--- src/ecgb_map.vh ---
`ifndef ECGB_MAP_VH
`define ECGB_MAP_VH
`define ECGB_ADDR_W      16
`define ECGB_DIR_A       16'h7F18
`define ECGB_OUT_A       16'h7F19
`define ECGB_IN_A        16'h7F1A
`define ECGB_DIR_B       16'h7F1B
`define ECGB_OUT_B       16'h7F1C
`define ECGB_IN_B        16'h7F1D
`define ECGB_DIR_C       16'h7F1E
`define ECGB_OUT_C       16'h7F1F
`define ECGB_IN_C        16'h7F20
`define ECGB_OUT_D       16'h7F22
`define ECGB_OUT_E       16'h7F23
`define ECGB_RST_VAL     8'h00
`define ECGB_RST_C       6'h00
`define ECGB_RST_E       4'h0
`define ECGB_D_POS_ZERO  0
`define ECGB_D_POS_ONE   1
`define ECGB_D_POS_SEVEN 7
`define ECGB_E_POS_EIGHT 0
`define ECGB_E_POS_NINE  1
`define ECGB_E_POS_TEN   2
`define ECGB_E_POS_ELEVEN 3
`define ECGB_C_MASK      8'h3F
`define ECGB_D_MASK      8'h83
`define ECGB_E_MASK      8'h0F
`endif

--- src/ecgb_pin_sync.v ---
`timescale 1ns/1ps
// Three-stage sampler; a change is accepted once stages two and three agree
module ecgb_pin_sync #(
  parameter W = 8
) (
  input  wire         ref_clk,
  input  wire         rst,
  input  wire [W-1:0] pinIn,
  output wire [W-1:0] pinLevel
);
  reg [W-1:0] stageOne_reg;
  reg [W-1:0] stageTwo_reg;
  reg [W-1:0] stageThree_reg;
  reg [W-1:0] level_reg;
  integer i;

  always @(posedge ref_clk) begin
    stageOne_reg   <= pinIn;
    stageTwo_reg   <= stageOne_reg;
    stageThree_reg <= stageTwo_reg;
  end

  // Filtered level only moves on agreement, rejecting single-cycle glitches
  always @(posedge ref_clk) begin
    if (rst) begin
      level_reg <= {W{1'b0}};
    end else begin
      for (i = 0; i < W; i = i + 1) begin
        if (stageTwo_reg[i] == stageThree_reg[i]) begin
          level_reg[i] <= stageThree_reg[i];
        end
      end
    end
  end

  assign pinLevel = level_reg;
endmodule // ecgb_pin_sync

--- src/ecgb_gpio_bank.v ---
`timescale 1ns/1ps
`include "ecgb_map.vh"
module ecgb_gpio_bank (
  input  wire        ref_clk,
  input  wire        rst,
  input  wire [15:0] memAddr,
  input  wire        memWrite,
  input  wire        memRead,
  input  wire [7:0]  memWrData,
  output wire [7:0]  memRdData,
  input  wire [7:0]  pinAIn,
  output wire [7:0]  pinAOut,
  output wire [7:0]  pinAOe,
  input  wire [7:0]  pinBIn,
  output wire [7:0]  pinBOut,
  output wire [7:0]  pinBOe,
  input  wire [5:0]  pinCIn,
  output wire [5:0]  pinCOut,
  output wire [5:0]  pinCOe,
  input  wire [21:0] altSelect,
  input  wire [21:0] altOutData,
  output wire        fixedOutputZero,
  output wire        fixedOutputOne,
  output wire        fixedOutputSeven,
  output wire        fixedOutputEight,
  output wire        fixedOutputNine,
  output wire        fixedOutputTen,
  output wire        fixedOutputEleven
);
  reg  [7:0]  dirA_reg;
  reg  [7:0]  dirA_next;
  reg  [7:0]  outA_reg;
  reg  [7:0]  outA_next;
  reg  [7:0]  dirB_reg;
  reg  [7:0]  dirB_next;
  reg  [7:0]  outB_reg;
  reg  [7:0]  outB_next;
  reg  [5:0]  dirC_reg;
  reg  [5:0]  dirC_next;
  reg  [5:0]  outC_reg;
  reg  [5:0]  outC_next;
  reg  [7:0]  outD_reg;
  reg  [7:0]  outD_next;
  reg  [3:0]  outE_reg;
  reg  [3:0]  outE_next;
  reg  [7:0]  rdData_reg;
  reg  [7:0]  rdData_next;
  wire [7:0]  pinLevelA;
  wire [7:0]  pinLevelB;
  wire [5:0]  pinLevelC;
  wire        wrDirA;
  wire        wrOutA;
  wire        wrDirB;
  wire        wrOutB;
  wire        wrDirC;
  wire        wrOutC;
  wire        wrOutD;
  wire        wrOutE;

  // Full 16-bit match, so no register shows up at an alias
  function addrHit;
    input [15:0] addr;
    input [15:0] target;
    begin
      addrHit = (addr == target);
    end
  endfunction

  // Alternate data swaps the level only; the enable stays with the direction bit
  function [7:0] pinDrive;
    input [7:0] sel;
    input [7:0] alt;
    input [7:0] latch;
    input [7:0] dir;
    begin
      pinDrive = ((sel & alt) | (~sel & latch)) & dir;
    end
  endfunction

  // One sampler per group keeps each group's pins together
  ecgb_pin_sync #(
    .W(8)
  ) uSyncA (
    .ref_clk  (ref_clk),
    .rst      (rst),
    .pinIn    (pinAIn),
    .pinLevel (pinLevelA)
  );

  ecgb_pin_sync #(
    .W(8)
  ) uSyncB (
    .ref_clk  (ref_clk),
    .rst      (rst),
    .pinIn    (pinBIn),
    .pinLevel (pinLevelB)
  );

  ecgb_pin_sync #(
    .W(6)
  ) uSyncC (
    .ref_clk  (ref_clk),
    .rst      (rst),
    .pinIn    (pinCIn),
    .pinLevel (pinLevelC)
  );

  // Input register addresses get no strobe, so writes there change nothing
  assign wrDirA = memWrite & addrHit(memAddr, `ECGB_DIR_A);
  assign wrOutA = memWrite & addrHit(memAddr, `ECGB_OUT_A);
  assign wrDirB = memWrite & addrHit(memAddr, `ECGB_DIR_B);
  assign wrOutB = memWrite & addrHit(memAddr, `ECGB_OUT_B);
  assign wrDirC = memWrite & addrHit(memAddr, `ECGB_DIR_C);
  assign wrOutC = memWrite & addrHit(memAddr, `ECGB_OUT_C);
  assign wrOutD = memWrite & addrHit(memAddr, `ECGB_OUT_D);
  assign wrOutE = memWrite & addrHit(memAddr, `ECGB_OUT_E);

  always @* begin
    dirA_next = dirA_reg;
    outA_next = outA_reg;
    dirB_next = dirB_reg;
    outB_next = outB_reg;
    dirC_next = dirC_reg;
    outC_next = outC_reg;
    outD_next = outD_reg;
    outE_next = outE_reg;
    if (wrDirA) begin
      dirA_next = memWrData;
    end
    if (wrOutA) begin
      outA_next = memWrData;
    end
    if (wrDirB) begin
      dirB_next = memWrData;
    end
    if (wrOutB) begin
      outB_next = memWrData;
    end
    if (wrDirC) begin
      dirC_next = memWrData[5:0];
    end
    if (wrOutC) begin
      outC_next = memWrData[5:0];
    end
    if (wrOutD) begin
      outD_next = memWrData & `ECGB_D_MASK;
    end
    if (wrOutE) begin
      outE_next = memWrData[3:0];
    end
  end

  always @(posedge ref_clk) begin
    if (rst) begin
      dirA_reg <= `ECGB_RST_VAL;
      outA_reg <= `ECGB_RST_VAL;
      dirB_reg <= `ECGB_RST_VAL;
      outB_reg <= `ECGB_RST_VAL;
      dirC_reg <= `ECGB_RST_C;
      outC_reg <= `ECGB_RST_C;
      outD_reg <= `ECGB_RST_VAL;
      outE_reg <= `ECGB_RST_E;
    end else begin
      dirA_reg <= dirA_next;
      outA_reg <= outA_next;
      dirB_reg <= dirB_next;
      outB_reg <= outB_next;
      dirC_reg <= dirC_next;
      outC_reg <= outC_next;
      outD_reg <= outD_next;
      outE_reg <= outE_next;
    end
  end

  // Read data holds between reads; unmapped reads return zero
  always @* begin
    rdData_next = rdData_reg;
    if (memRead) begin
      case (memAddr)
        `ECGB_DIR_A: rdData_next = dirA_reg;
        `ECGB_OUT_A: rdData_next = outA_reg;
        `ECGB_IN_A:  rdData_next = pinLevelA;
        `ECGB_DIR_B: rdData_next = dirB_reg;
        `ECGB_OUT_B: rdData_next = outB_reg;
        `ECGB_IN_B:  rdData_next = pinLevelB;
        `ECGB_DIR_C: rdData_next = {2'b00, dirC_reg};
        `ECGB_OUT_C: rdData_next = {2'b00, outC_reg};
        `ECGB_IN_C:  rdData_next = {2'b00, pinLevelC};
        `ECGB_OUT_D: rdData_next = outD_reg;
        `ECGB_OUT_E: rdData_next = {4'h0, outE_reg};
        default:     rdData_next = `ECGB_RST_VAL;
      endcase
    end
  end

  // Read and write in one cycle: the read sees the old value
  always @(posedge ref_clk) begin
    if (rst) begin
      rdData_reg <= `ECGB_RST_VAL;
    end else begin
      rdData_reg <= rdData_next;
    end
  end

  assign memRdData = rdData_reg;

  // Enables equal the direction bits, even with an alternate function selected
  assign pinAOe  = dirA_reg;
  assign pinBOe  = dirB_reg;
  assign pinCOe  = dirC_reg;
  assign pinAOut = pinDrive(altSelect[7:0], altOutData[7:0], outA_reg, dirA_reg);
  assign pinBOut = pinDrive(altSelect[15:8], altOutData[15:8], outB_reg, dirB_reg);
  assign pinCOut = ((altSelect[21:16] & altOutData[21:16]) | (~altSelect[21:16] & outC_reg))
    & dirC_reg;

  assign fixedOutputZero   = outD_reg[`ECGB_D_POS_ZERO];
  assign fixedOutputOne    = outD_reg[`ECGB_D_POS_ONE];
  assign fixedOutputSeven  = outD_reg[`ECGB_D_POS_SEVEN];
  assign fixedOutputEight  = outE_reg[`ECGB_E_POS_EIGHT];
  assign fixedOutputNine   = outE_reg[`ECGB_E_POS_NINE];
  assign fixedOutputTen    = outE_reg[`ECGB_E_POS_TEN];
  assign fixedOutputEleven = outE_reg[`ECGB_E_POS_ELEVEN];
endmodule // ecgb_gpio_bank

--- config.mk ---
export PLATFORM = sky130hd
export DESIGN_NAME = ecgb_gpio_bank
export DESIGN_NICKNAME = d
export VERILOG_FILES = /design/src/ecgb_pin_sync.v /design/src/ecgb_gpio_bank.v
export VERILOG_INCLUDE_DIRS = /design/src
export SDC_FILE = /design/constraint.sdc
export NUM_CORES = 1
export LEC_CHECK = 0
export BUFFER_PORTS_ARGS = -buffer_cell sky130_fd_sc_hd__buf_2
export CORE_ASPECT_RATIO = 0.75
export CORE_MARGIN = 3
export CORE_UTILIZATION = 50
export DETAILED_ROUTE_END_ITERATION = 10
export PLACE_DENSITY = 0.79
export SLEW_MARGIN = 20
export SYNTH_ARGS = -nofsm -noshare
export SYNTH_HDL_FRONTEND = slang
export SYNTH_HIERARCHICAL = 1
export SYNTH_SLANG_ARGS = --single-unit
--- constraint.sdc ---
create_clock -name ref_clk -period 5.6 [get_ports ref_clk]
set_input_delay 1.12 -clock ref_clk [delete_from_list [all_inputs] [get_ports ref_clk]]
set_output_delay 1.12 -clock ref_clk [all_outputs]
set_load 0.01 [all_outputs]
==> impl_table.tex, run 1 <==
\begin{tabular}{lr}
\hline
Metric & Value \\
\hline
\multicolumn{2}{l}{\textbf{Timing}} \\
\quad Unrepaired setup endpoints after global routing & false \\
\quad Final setup vio count & 0 \\
\quad Setup Skew & 0.00826 ns \\
\quad Fraction of the cycle the final worst path needs & 56.2\% \\
\quad Transition at the pin with the smallest max-transition slack & 1.01 ns \\
\quad Setup\_tns & 0 ns \\
\quad Final WS setup & $\sim$2.5 ns \\
\quad Number of pins with negative max-slew slack in the final report & 0 \\
\quad Worst slew margin relative to its limit & roughly a third \\
\quad Number of hold violations in the final report & 0 \\
\quad Final period demand of the worst path & 3.15 ns \\
\quad Highest Clock Rate & 318 MHz \\
\multicolumn{2}{l}{\textbf{Critical path}} \\
\quad Reg-to-reg setup timing slack & 4.14 ns \\
\quad Required time at the worst-slack endpoint & around 5.9 ns \\
\quad Startpoint kind of the worst setup timing path & primary input \\
\quad Kind of end point of the critical path & flip-flop \\
\quad Crit Path Max Fanout & 15 \\
\quad Capture point of the worst reg-to-reg path & memRdData[7] \\
\quad Startpoint of the lowest-slack register-to-register path & pinBOe[7] \\
\quad Worst Path Arrival & 3.42 ns \\
\quad Type of the worst setup path & primary input to flip-flop \\
\quad R2R cell count & 5 \\
\multicolumn{2}{l}{\textbf{Min path}} \\
\quad Worst hold path depth & 0 \\
\quad Class of the tightest hold or removal check & flip-flop to flip-flop \\
\quad Worst Hold Endpoint & uSyncB/stageTwo\_reg[5] \\
\quad HP Start & uSyncB/stageOne\_reg[5] \\
\multicolumn{2}{l}{\textbf{Synthesis}} \\
\quad Compound-Gate Fraction of Synth Area & 15.0\% \\
\quad Most frequently used flop master after synthesis & sky130\_fd\_sc\_hd\_\_dfxtp\_1 \\
\quad Library cell with the largest summed area after synthesis & sky130\_fd\_sc\_hd\_\_dfxtp\_1 \\
\quad Fraction of synthesized cell area in xor and xnor cells & 0\% \\
\quad Top post-synthesis cells by area & sky130\_fd\_sc\_hd\_\_dfxtp\_1, sky130\_fd\_sc\_hd\_\_nand2\_1, sky130\_fd\_sc\_hd\_\_a21oi\_1, sky130\_fd\_sc\_hd\_\_mux2i\_1, sky130\_fd\_sc\_hd\_\_mux4\_2 \\
\quad Post-synthesis sequential area ratio & between 50 and 60\% \\
\quad Fraction of registers with async set/reset & 0\% \\
\quad Area share of and/or/nand/nor cells after synthesis & 16.9\% \\
\quad Avg Synthesized Cell Area & 9.91 µm² \\
\quad Synthesized cell area & 0.00536 mm² \\
\quad Count leader, synth & sky130\_fd\_sc\_hd\_\_dfxtp\_1 \\
\quad Multiplexer share of the synthesized area & 10.6\% \\
\quad Number of enable flip-flop cells after synthesis & 0 \\
\quad Number of instances in the synthesized netlist & 541 \\
\quad Seq cells post-synth & 147 \\
\quad Yosys top cell area share & 54.9\% \\
\quad Combinational family with the most area after synthesis & simple AND/OR/NAND/NOR gates \\
\quad Cell types with the highest counts after synthesis & sky130\_fd\_sc\_hd\_\_dfxtp\_1, sky130\_fd\_sc\_hd\_\_nand2\_1, sky130\_fd\_sc\_hd\_\_a21oi\_1, sky130\_fd\_sc\_hd\_\_mux2i\_1, sky130\_fd\_sc\_hd\_\_o21ai\_1 \\
\quad Area share of fa/ha/maj cells after synthesis & 0\% \\
\quad Net count after synthesis & between 600 and 700 \\
\quad Yosys Warn Count & 6 \\
\quad Netlist cell types & 46 \\
\multicolumn{2}{l}{\textbf{Global route}} \\
\quad Global-route wire length before repair & 22600 µm \\
\quad Overall Global Routing Usage & 24.2\% \\
\quad Via count of the first global-routing pass & 4460 \\
\quad Number of antenna violations at the first check in global routing & 0 \\
\quad Pin count of the biggest net entering global routing & 46 \\
\quad Aggregate global routing overflow & 0 \\
\multicolumn{2}{l}{\textbf{Die}} \\
\quad Initial Utilization & slightly above 50\% \\
\quad Overall die area & 0.0120 mm² \\
\quad Number of top-level pins & 153 \\
\quad Horizontal die dimension & $\sim$130 µm \\
\quad Site Rows & 32 \\
\quad Placeable Area & slightly above 0.01 mm² \\
\quad Height of the chip & $\sim$96 µm \\
\multicolumn{2}{l}{\textbf{Drt}} \\
\quad Total vias in the final route & 4623 \\
\quad Routed WL per cell & 17.5 µm \\
\quad Via count normalized by instance count & approximately 5.5 \\
\quad Starting DRC count in detailed routing & 455 \\
\quad DRT Pass-1 Iters & 5 \\
\quad Drt total wl & around 15000 µm \\
\quad Detail Route Antenna Nets & 0 \\
\quad Number of design rule violations left after detail routing & 0 \\
\multicolumn{2}{l}{\textbf{CTS}} \\
\quad \# H-tree levels & 4 \\
\quad Resized Gates After CTS & 0 \\
\quad Maximum number of buffers from clock root to sink & 2 \\
\quad Insertion delay to the later sink of the worst-skew pair & 0.41 ns \\
\quad Clock root cell & sky130\_fd\_sc\_hd\_\_clkbuf\_16 \\
\quad CTS tree & yes \\
\quad Hold\_buf cts & 0 \\
\quad Sink Count & around 150 \\
\quad Post-CTS Setup Bufs & 0 \\
\quad Clock transition time at the flip-flop clock pins of the worst setup and hold paths & 0.06 ns \\
\quad Clock buffers created by TritonCTS & 17 \\
\multicolumn{2}{l}{\textbf{Layout}} \\
\quad Core utilization of the finished layout & 65.3\% \\
\quad Area overhead of the layout relative to synthesis & 26.4\% \\
\quad Number of antenna repair diodes & 0 \\
\quad Fraction of final layout cells with drive strength greater than 1 & 30.0\% \\
\quad Fin area & 0.00678 mm² \\
\quad Total Nets Final & 780 \\
\multicolumn{2}{l}{\textbf{Placement}} \\
\quad Buffers added on ports & 152 \\
\quad Worst setup slack before clock tree synthesis & between 2 and 2.5 ns \\
\quad Last weighted congestion value of the routability-driven placer & 0.921 \\
\quad Placed cell area & 0.00617 mm² \\
\quad Placed wire-length estimate after detailed placement & 10500 µm \\
\multicolumn{2}{l}{\textbf{Power and ir drop}} \\
\quad Cell Pwr Density & 347 mW/mm² \\
\quad Worst supply voltage drop on vdd & 0.000219 V \\
\quad Leakage power & about 2.9 nW \\
\multicolumn{2}{l}{\textbf{Job}} \\
\quad Maximum capacitance violations & 0 \\
\multicolumn{2}{l}{\textbf{Outcome}} \\
\quad Run status & complete, no violations \\
\hline
\end{tabular}
-- layout make-up --
class	instances	area, µm²
repair buffers	153	768
inverters	1	3.75
clock inverters	6	90.1
well taps	136	170
flip-flops and latches	147	2940
fillers	828	3590
clock buffers	26	519
multi-input cells	366	2280
-- how the worst max path moves through the flow --
| stage | startpoint | to | slack, ns |
|---|---|---|---|
| after global routing | memAddr[5] | pinAOe[4] | 2.36 |
| after floorplan | memAddr[5] | pinCOe[0] | 2.67 |
| after global placement | memAddr[5] | outA_reg[0] | 2.19 |
| after CTS | memAddr[5] | outA_reg[7] | 2.53 |
| after detailed placement | memAddr[5] | outA_reg[2] | 2.09 |
| final | memAddr[5] | outA_reg[7] | 2.45 |
-- routing by layer --
metal  global-route usage [%]  wire (µm)  share of wire (%)
met5                        0          0                  0
met2                     39.3       6810                 47
met4                     7.76        284                1.9
met3                     8.73       1530                 10
met1                     30.3       6010                 41
-- stage by stage --
| step | total power (W) | instances | hold slack (ns) |
|---|---|---|---|
| final | 0.00235 | 835 | 0.325 |
| after global placement | 0.00122 | 803 | 0.310 |
| after CTS | 0.00236 | 835 | 0.325 |
| after floorplan | 0.00117 | 541 | 0.310 |
| after global routing | 0.00242 | 835 | 0.329 |
| after detailed placement | 0.00123 | 803 | 0.312 |
-- power by group --
part	internal (W)	total, W	switching (W)
Clock	0.000730	0.00114	0.000414
Sequential	0.00108	0.00110	0.0000197
Combinational	0.0000465	0.000105	0.0000584
-- worst max-delay path, cell delays in order --
cell and delay (ns):
sky130_fd_sc_hd__buf_2 0.10, sky130_fd_sc_hd__or4b_1 0.69, sky130_fd_sc_hd__nor4_4 0.77, sky130_fd_sc_hd__nand3_1 0.46
sky130_fd_sc_hd__nand2_1 0.19, sky130_fd_sc_hd__a21oi_1 0.09
-- cells in the final DEF, fill, tap and decap left out, drive strengths merged, types with 2 or more instances in the layout --
cell type / count
o21ai: 45
mux2i: 32
bufinv: 2
nor3: 5
nor2b: 24
clkbuf: 26
mux2: 6
a22oi: 9
or4b: 2
buf: 153
a21oi: 70
and3: 4
nor4: 2
inv: 3
or4: 2
nand3: 7
a221oi: 6
dfxtp: 147
a22o: 2
nand2b: 10
mux4: 8
nand2: 98
nand4: 3
nor2: 17
-- cell families (layout without fill, tap and decap cells) --
kind of cell / Yosys count / in the layout
AND/OR/NAND/NOR: 179 / 179
flip-flops: 147 / 147
AO/OA/AOI/OAI: 141 / 141
multiplexers: 46 / 46
buffers and inverters: 28 / 186
Power figures use the tool's default switching activity.
==> run 2: changes to the inputs <==
--- a/config.mk
+++ b/config.mk
@@ -9,9 +9,9 @@
 export BUFFER_PORTS_ARGS = -buffer_cell sky130_fd_sc_hd__buf_2
 export CORE_ASPECT_RATIO = 0.75
 export CORE_MARGIN = 3
-export CORE_UTILIZATION = 50
+export CORE_UTILIZATION = 46
 export DETAILED_ROUTE_END_ITERATION = 10
-export PLACE_DENSITY = 0.79
+export PLACE_DENSITY = 0.77
 export SLEW_MARGIN = 20
 export SYNTH_ARGS = -nofsm -noshare
 export SYNTH_HDL_FRONTEND = slang
==> constraint.sdc (replaced) <==
create_clock -name ref_clk -period 2.75 [get_ports ref_clk]
set_input_delay 0.55 -clock ref_clk [delete_from_list [all_inputs] [get_ports ref_clk]]
set_output_delay 0.55 -clock ref_clk [all_outputs]
set_load 0.01 [all_outputs]
==> run 2 against run 1 <==
Effect of this change:
- highest routed layer unchanged
- first-iteration DRC count fell by 13%
- routed wire length rose by 6.5%
- clock skew fell by 0.0034 ns
- die area rose by 8.2%
- cell count rose by 1.6%
- register-to-register slack got worse by 2.9 ns
- clock-buffer cell count fell by 5
- combinational power rose by 110%
- setup slack got worse by 2.0 ns
- final area rose by 1.0%
==> impl_table.tex, run 2 (synthesis results as in run 1) <==
\begin{tabular}{lr}
\hline
Metric & Value \\
\hline
\multicolumn{2}{l}{\textbf{Timing}} \\
\quad Final setup vio count & 0 \\
\quad Setup Skew & 0.00490 ns \\
\quad Unrepaired setup endpoints after global routing & false \\
\quad Worst slew margin relative to its limit & 59.0\% \\
\quad Fraction of the cycle the final worst path needs & 84.7\% \\
\quad Final period demand of the worst path & 2.33 ns \\
\quad Number of pins with negative max-slew slack in the final report & 0 \\
\quad Final WS setup & about 0.42 ns \\
\quad Setup\_tns & 0 ns \\
\quad Highest Clock Rate & 429 MHz \\
\quad Number of hold violations in the final report & 0 \\
\quad Transition at the pin with the smallest max-transition slack & about 0.6 ns \\
\multicolumn{2}{l}{\textbf{Critical path}} \\
\quad Startpoint of the lowest-slack register-to-register path & pinBOe[7] \\
\quad Cell chain of the critical path & buf\_2 > or4b\_1 > nor4\_4 > buf\_4 > nand3\_1 > nand2\_1 > a21oi\_1 \\
\quad Worst Path Arrival & 2.59 ns \\
\quad Capture point of the worst reg-to-reg path & memRdData[7] \\
\quad Type of the worst setup path & primary input to flip-flop \\
\quad Crit Path Max Fanout & 8 \\
\quad CP max-delay cell & sky130\_fd\_sc\_hd\_\_or4b\_1 \\
\quad Required time at the worst-slack endpoint & 3.01 ns \\
\quad Critical path's largest stage delay & about 0.70 ns \\
\quad Reg-to-reg setup timing slack & 1.28 ns \\
\quad Kind of end point of the critical path & flip-flop \\
\quad R2R cell count & 5 \\
\quad Startpoint kind of the worst setup timing path & primary input \\
\multicolumn{2}{l}{\textbf{Die}} \\
\quad Number of top-level pins & $\sim$150 \\
\quad Initial Utilization & 48.1\% \\
\quad Horizontal die dimension & 131 µm \\
\quad Overall die area & 0.0130 mm² \\
\quad Placeable Area & approximately 0.011 mm² \\
\quad Site Rows & 33 \\
\quad Height of the chip & 99.5 µm \\
\multicolumn{2}{l}{\textbf{Drt}} \\
\quad Total vias in the final route & around 4800 \\
\quad Drt total wl & 15600 µm \\
\quad Routed WL per cell & $\sim$18 µm \\
\quad Via count normalized by instance count & 5.62 \\
\quad Number of design rule violations left after detail routing & 0 \\
\quad DRT Pass-1 Iters & 5 \\
\quad Starting DRC count in detailed routing & approximately 400 \\
\quad Detail Route Antenna Nets & 0 \\
\multicolumn{2}{l}{\textbf{CTS}} \\
\quad Clock buffers created by TritonCTS & 17 \\
\quad Hold\_buf cts & 0 \\
\quad Resized Gates After CTS & 0 \\
\quad Maximum number of buffers from clock root to sink & 2 \\
\quad CTS tree & yes \\
\quad Sink Count & 147 \\
\quad Insertion delay to the later sink of the worst-skew pair & 0.41 ns \\
\quad Clock root cell & sky130\_fd\_sc\_hd\_\_clkbuf\_16 \\
\quad Post-CTS Setup Bufs & 0 \\
\quad Clock transition time at the flip-flop clock pins of the worst setup and hold paths & $\sim$0.06 ns \\
\quad \# H-tree levels & 4 \\
\multicolumn{2}{l}{\textbf{Global route}} \\
\quad Global-route wire length before repair & 23500 µm \\
\quad Number of antenna violations at the first check in global routing & 0 \\
\quad Aggregate global routing overflow & 0 \\
\quad Pin count of the biggest net entering global routing & 26 \\
\quad Overall Global Routing Usage & between 20\% and 30\% \\
\quad Via count of the first global-routing pass & approximately 4500 \\
\multicolumn{2}{l}{\textbf{Power and ir drop}} \\
\quad Cell Pwr Density & around 700 mW/mm² \\
\quad Switching share of power & 21.0\% \\
\quad Combinational fraction of design power & under 10\% \\
\quad P\_int & 0.00377 W \\
\quad Sequential fraction of design power & 47.0\% \\
\quad Switching power of the nets & roughly 0.001 W \\
\quad Part of the power in the clock network & 48.3\% \\
\quad Worst supply voltage drop on vdd & 0.000432 V \\
\quad Leakage power & 2.90 nW \\
\multicolumn{2}{l}{\textbf{Placement}} \\
\quad Buffers added on ports & roughly 150 \\
\quad Worst setup slack before clock tree synthesis & around 0.040 ns \\
\quad Last weighted congestion value of the routability-driven placer & 0.881 \\
\quad Total instance count after detailed placement & slightly above 800 \\
\quad Placed wire-length estimate after detailed placement & about 11000 µm \\
\multicolumn{2}{l}{\textbf{Layout}} \\
\quad Commonest non-fill, non-tap cells in the layout & sky130\_fd\_sc\_hd\_\_buf\_2, sky130\_fd\_sc\_hd\_\_dfxtp\_1, sky130\_fd\_sc\_hd\_\_nand2\_1 \\
\quad Total Nets Final & a little under 800 \\
\quad Fraction of final layout cells with drive strength greater than 1 & 31.1\% \\
\quad Final Instance Count excl. Fillers & 848 \\
\quad Area overhead of the layout relative to synthesis & 27.7\% \\
\quad Number of antenna repair diodes & 0 \\
\quad Most frequent standard cell in the layout excluding fill and tap cells & sky130\_fd\_sc\_hd\_\_buf\_2 \\
\multicolumn{2}{l}{\textbf{Outcome}} \\
\quad Run status & complete, no violations \\
\multicolumn{2}{l}{\textbf{Min path}} \\
\quad HP Start & pinAIn[5] \\
\quad Class of the tightest hold or removal check & primary input to flip-flop \\
\quad Worst hold path depth & 1 \\
\quad Worst Hold Endpoint & uSyncA/stageOne\_reg[5] \\
\multicolumn{2}{l}{\textbf{Job}} \\
\quad Maximum capacitance violations & 0 \\
\hline
\end{tabular}
## run 2: worst max path at each step
stage	start	to	slack, ns	depth (start not counted)
floorplan	memAddr[5]	pinCOe[0]	0.39	7
global placement	memAddr[5]	memRdData[7]	0.17	6
detailed placement	memAddr[5]	pinBOe[2]	0.04	7
CTS	memAddr[5]	pinBOe[0]	0.44	7
global route	memAddr[5]	pinBOe[0]	0.33	7
finish	memAddr[5]	pinBOe[0]	0.42	7
## run 2: worst max-delay path: cells and delay by family
| family | cells | cell delay (ns) |
|---|---|---|
| AOI/OAI and AO/OA | 1 | 0.09 |
| buffers and inverters | 2 | 0.33 |
| and+or+nand+nor | 4 | 1.61 |
## run 2: cell type report
type	count	area, µm²
clock buffers	21	460
multi-input cells	366	2280
inverters	1	3.75
well taps	140	175
repair buffers	164	851
fillers	935	4300
flip-flops and latches	147	2940
clock inverters	9	130
## run 2: power groups by stage
stage               Clock, W  Sequential [W]  Combinational (W)
floorplan                  0         0.00227           0.000108
detailed placement         0         0.00229           0.000219
CTS                  0.00233         0.00224           0.000221
finish               0.00230         0.00224           0.000223
global placement           0         0.00228           0.000212
global route         0.00242         0.00225           0.000242
## run 2: layer usage
layer  vias up  part of all wire (%)  track usage, %
li1       2223                     -               -
met1      2245                    42            30.6
met2       274                    46            38.3
met3        24                    10            7.68
met4         0                   1.8            6.72
met5         -                     0               0
## run 2: per-stage QoR
step                      total power [W]  area, µm²  hold slack (ns)  utilization (%)
after floorplan                   0.00238       5360            0.310                -
after global placement            0.00250       6250            0.310             56.1
after detailed placement          0.00251       6250            0.312             56.1
after CTS                         0.00479       6850            0.228             61.4
after global routing              0.00492       6850            0.218             61.4
final                             0.00477       6850            0.240             61.4
==> run 3: changes to the inputs <==
--- a/config.mk
+++ b/config.mk
@@ -6,12 +6,13 @@
 export SDC_FILE = /design/constraint.sdc
 export NUM_CORES = 1
 export LEC_CHECK = 0
+export ABC_AREA = 1
 export BUFFER_PORTS_ARGS = -buffer_cell sky130_fd_sc_hd__buf_2
 export CORE_ASPECT_RATIO = 0.75
 export CORE_MARGIN = 3
-export CORE_UTILIZATION = 46
+export CORE_UTILIZATION = 50
 export DETAILED_ROUTE_END_ITERATION = 10
-export PLACE_DENSITY = 0.77
+export PLACE_DENSITY = 0.79
 export SLEW_MARGIN = 20
 export SYNTH_ARGS = -nofsm -noshare
 export SYNTH_HDL_FRONTEND = slang
==> constraint.sdc (replaced) <==
create_clock -name ref_clk -period 2.4 [get_ports ref_clk]
set_input_delay 0.48 -clock ref_clk [delete_from_list [all_inputs] [get_ports ref_clk]]
set_output_delay 0.48 -clock ref_clk [all_outputs]
set_load 0.01 [all_outputs]
==> run 3 against run 2 <==
Effect of this change:
- setup slack better by 0.24 ns
- sequential share of layout area is 0.38 points lower
- total power is 12% higher
- die area shrank 6.2%
- cell count up 15%
- non-clock buffer count down 9
- critical endpoint is now pinBOut[1]
- via count increased by 6.4%
- global-route usage rose by 1.2 points
- register-to-register slack better by 0.07 ns
==> impl_table.tex, run 3 <==
\begin{tabular}{lr}
\hline
Metric & Value \\
\hline
\multicolumn{2}{l}{\textbf{Outcome}} \\
\quad Run status & complete, no violations \\
\multicolumn{2}{l}{\textbf{Drt}} \\
\quad Detail Route Antenna Nets & 0 \\
\quad DRT Pass-1 Iters & 5 \\
\quad Via count normalized by instance count & between 5 and 6 \\
\quad Total vias in the final route & 5069 \\
\quad Starting DRC count in detailed routing & 463 \\
\quad Drt total wl & 15200 µm \\
\quad Number of design rule violations left after detail routing & 0 \\
\quad Routed WL per cell & 15.6 µm \\
\multicolumn{2}{l}{\textbf{Timing}} \\
\quad Setup Skew & about 0.007 ns \\
\quad Unrepaired setup endpoints after global routing & false \\
\quad Setup\_tns & 0 ns \\
\quad Transition at the pin with the smallest max-transition slack & 0.472 ns \\
\quad Number of pins with negative max-slew slack in the final report & 0 \\
\quad Highest Clock Rate & 574 MHz \\
\quad Final period demand of the worst path & 1.74 ns \\
\quad Number of hold violations in the final report & 0 \\
\quad Fraction of the cycle the final worst path needs & between 70 and 80\% \\
\quad Worst slew margin relative to its limit & approximately two thirds \\
\quad Final setup vio count & 0 \\
\multicolumn{2}{l}{\textbf{Layout}} \\
\quad Number of antenna repair diodes & 0 \\
\quad Most frequent standard cell in the layout excluding fill and tap cells & sky130\_fd\_sc\_hd\_\_buf\_2 \\
\quad Total Nets Final & $\sim$900 \\
\quad Fraction of final layout cells with drive strength greater than 1 & 26.3\% \\
\quad Commonest non-fill, non-tap cells in the layout & sky130\_fd\_sc\_hd\_\_buf\_2, sky130\_fd\_sc\_hd\_\_dfxtp\_1, sky130\_fd\_sc\_hd\_\_a21oi\_1 \\
\quad Area overhead of the layout relative to synthesis & 26.8\% \\
\multicolumn{2}{l}{\textbf{Global route}} \\
\quad Pin count of the biggest net entering global routing & 71 \\
\quad Via count of the first global-routing pass & 4717 \\
\quad Global-route wire length before repair & approximately 24000 µm \\
\quad Number of antenna violations at the first check in global routing & 0 \\
\quad Aggregate global routing overflow & 0 \\
\quad Overall Global Routing Usage & 24.9\% \\
\multicolumn{2}{l}{\textbf{Synthesis}} \\
\quad Most frequently used flop master after synthesis & sky130\_fd\_sc\_hd\_\_dfxtp\_1 \\
\quad Yosys Warn Count & 6 \\
\quad Avg Synthesized Cell Area & slightly above 8 µm² \\
\quad Netlist cell types & 23 \\
\quad Post-synthesis sequential area ratio & 54.0\% \\
\quad Net count after synthesis & 760 \\
\quad Library cell with the largest summed area after synthesis & sky130\_fd\_sc\_hd\_\_dfxtp\_1 \\
\quad Synthesized cell area & 0.00545 mm² \\
\quad Yosys top cell area share & 54.0\% \\
\quad Fraction of registers with async set/reset & 0\% \\
\quad Number of enable flip-flop cells after synthesis & 0 \\
\quad Seq cells post-synth & around 150 \\
\quad Number of instances in the synthesized netlist & between 600 and 700 \\
\quad Cell types with the highest counts after synthesis & sky130\_fd\_sc\_hd\_\_dfxtp\_1, sky130\_fd\_sc\_hd\_\_a21oi\_1, sky130\_fd\_sc\_hd\_\_nor2\_1, sky130\_fd\_sc\_hd\_\_o21ai\_0, sky130\_fd\_sc\_hd\_\_nand2\_1 \\
\quad Top post-synthesis cells by area & sky130\_fd\_sc\_hd\_\_dfxtp\_1, sky130\_fd\_sc\_hd\_\_a21oi\_1, sky130\_fd\_sc\_hd\_\_o21ai\_0, sky130\_fd\_sc\_hd\_\_nor2\_1, sky130\_fd\_sc\_hd\_\_nand3\_1 \\
\quad Count leader, synth & sky130\_fd\_sc\_hd\_\_dfxtp\_1 \\
\multicolumn{2}{l}{\textbf{Min path}} \\
\quad Class of the tightest hold or removal check & primary input to flip-flop \\
\quad Worst hold path depth & 1 \\
\multicolumn{2}{l}{\textbf{CTS}} \\
\quad CTS tree & yes \\
\quad Clock transition time at the flip-flop clock pins of the worst setup and hold paths & roughly 0.07 ns \\
\quad \# H-tree levels & 4 \\
\quad Maximum number of buffers from clock root to sink & 2 \\
\quad Insertion delay to the later sink of the worst-skew pair & 0.42 ns \\
\quad Clock buffers created by TritonCTS & 17 \\
\quad Post-CTS Setup Bufs & 0 \\
\quad Sink Count & 147 \\
\quad Hold\_buf cts & 0 \\
\quad Clock root cell & sky130\_fd\_sc\_hd\_\_clkbuf\_16 \\
\quad Resized Gates After CTS & 0 \\
\multicolumn{2}{l}{\textbf{Critical path}} \\
\quad Required time at the worst-slack endpoint & roughly 1.9 ns \\
\quad Type of the worst setup path & flip-flop to output pin \\
\quad Crit Path Max Fanout & 4 \\
\quad Startpoint kind of the worst setup timing path & flip-flop \\
\quad Kind of end point of the critical path & output pin \\
\quad Worst Path Arrival & about 1.3 ns \\
\quad Reg-to-reg setup timing slack & 1.35 ns \\
\quad R2R cell count & 6 \\
\multicolumn{2}{l}{\textbf{Die}} \\
\quad Height of the chip & 96.4 µm \\
\quad Placeable Area & 0.0105 mm² \\
\quad Overall die area & 0.0122 mm² \\
\quad Horizontal die dimension & $\sim$130 µm \\
\quad Site Rows & 32 \\
\quad Number of top-level pins & 153 \\
\quad Initial Utilization & 52.1\% \\
\multicolumn{2}{l}{\textbf{Power and ir drop}} \\
\quad Worst supply voltage drop on vdd & 0.000725 V \\
\quad Cell Pwr Density & 773 mW/mm² \\
\quad Total chip power & 0.00534 W \\
\quad Leakage power & 3.24 nW \\
\multicolumn{2}{l}{\textbf{Placement}} \\
\quad Last weighted congestion value of the routability-driven placer & 0.910 \\
\quad Placed wire-length estimate after detailed placement & 11200 µm \\
\quad Buffers added on ports & between 150 and 200 \\
\multicolumn{2}{l}{\textbf{Job}} \\
\quad Maximum capacitance violations & 0 \\
\hline
\end{tabular}
-- run 3: where the power goes --
group          switching (W)  internal (W)
clock                0.00116       0.00139
sequential         0.0000422       0.00252
combinational       0.000128     0.0000901
-- run 3: layout make-up --
type,instances,area [µm²]
Clock buffer,17,425
Timing Repair Buffer,155,796
Multi-Input combinational cell,433,2160
Tap cell,136,170
Sequential cell,147,2940
Clock inverter,15,160
Inverter,68,255
Fill cell,913,3540
-- run 3: through the flow --
step	cell area [µm²]	setup WS, ns	util (%)	hold slack (ns)	instances
after floorplan	5450	0.865	-	0.310	666
after global placement	6320	0.453	60.5	0.310	939
after detailed placement	6320	0.425	60.5	0.312	939
after CTS	6910	0.635	66.1	0.150	971
after global routing	6910	0.557	66.1	0.147	971
final	6910	0.657	66.1	0.161	971
-- run 3: worst paths after layout --
path,start,to
max reg2reg,pinCOe[5],memRdData[5]
min reg2reg,uSyncB/stageOne_reg[6],uSyncB/stageTwo_reg[6]
min,pinCIn[2],uSyncC/stageOne_reg[2]
max,pinBOe[1],pinBOut[1]
-- run 3: cell families (layout without fill, tap and decap cells) --
kind of cell | Yosys count | in the layout | synth area share, %
and+or+nand+nor | 247 | 247 | 22.1
AOI/OAI and AO/OA | 186 | 186 | 17.5
DFF | 147 | 147 | 54.0
buffers and inverters | 86 | 255 | 6.41
-- run 3: critical path: stages (launching register included) --
cell	delay, ns
sky130_fd_sc_hd__dfxtp_1	0.43
sky130_fd_sc_hd__o21ai_0	0.11
sky130_fd_sc_hd__a21oi_1	0.16
sky130_fd_sc_hd__buf_2	0.16
-- run 3: per-layer routing --
layer	up-vias	GRT usage [%]	wire, µm
met1	2314	33.2	6700
met3	16	4.73	1170
met2	224	41.0	7080
met5	-	0	0
met4	0	8.75	229
li1	2515	-	-
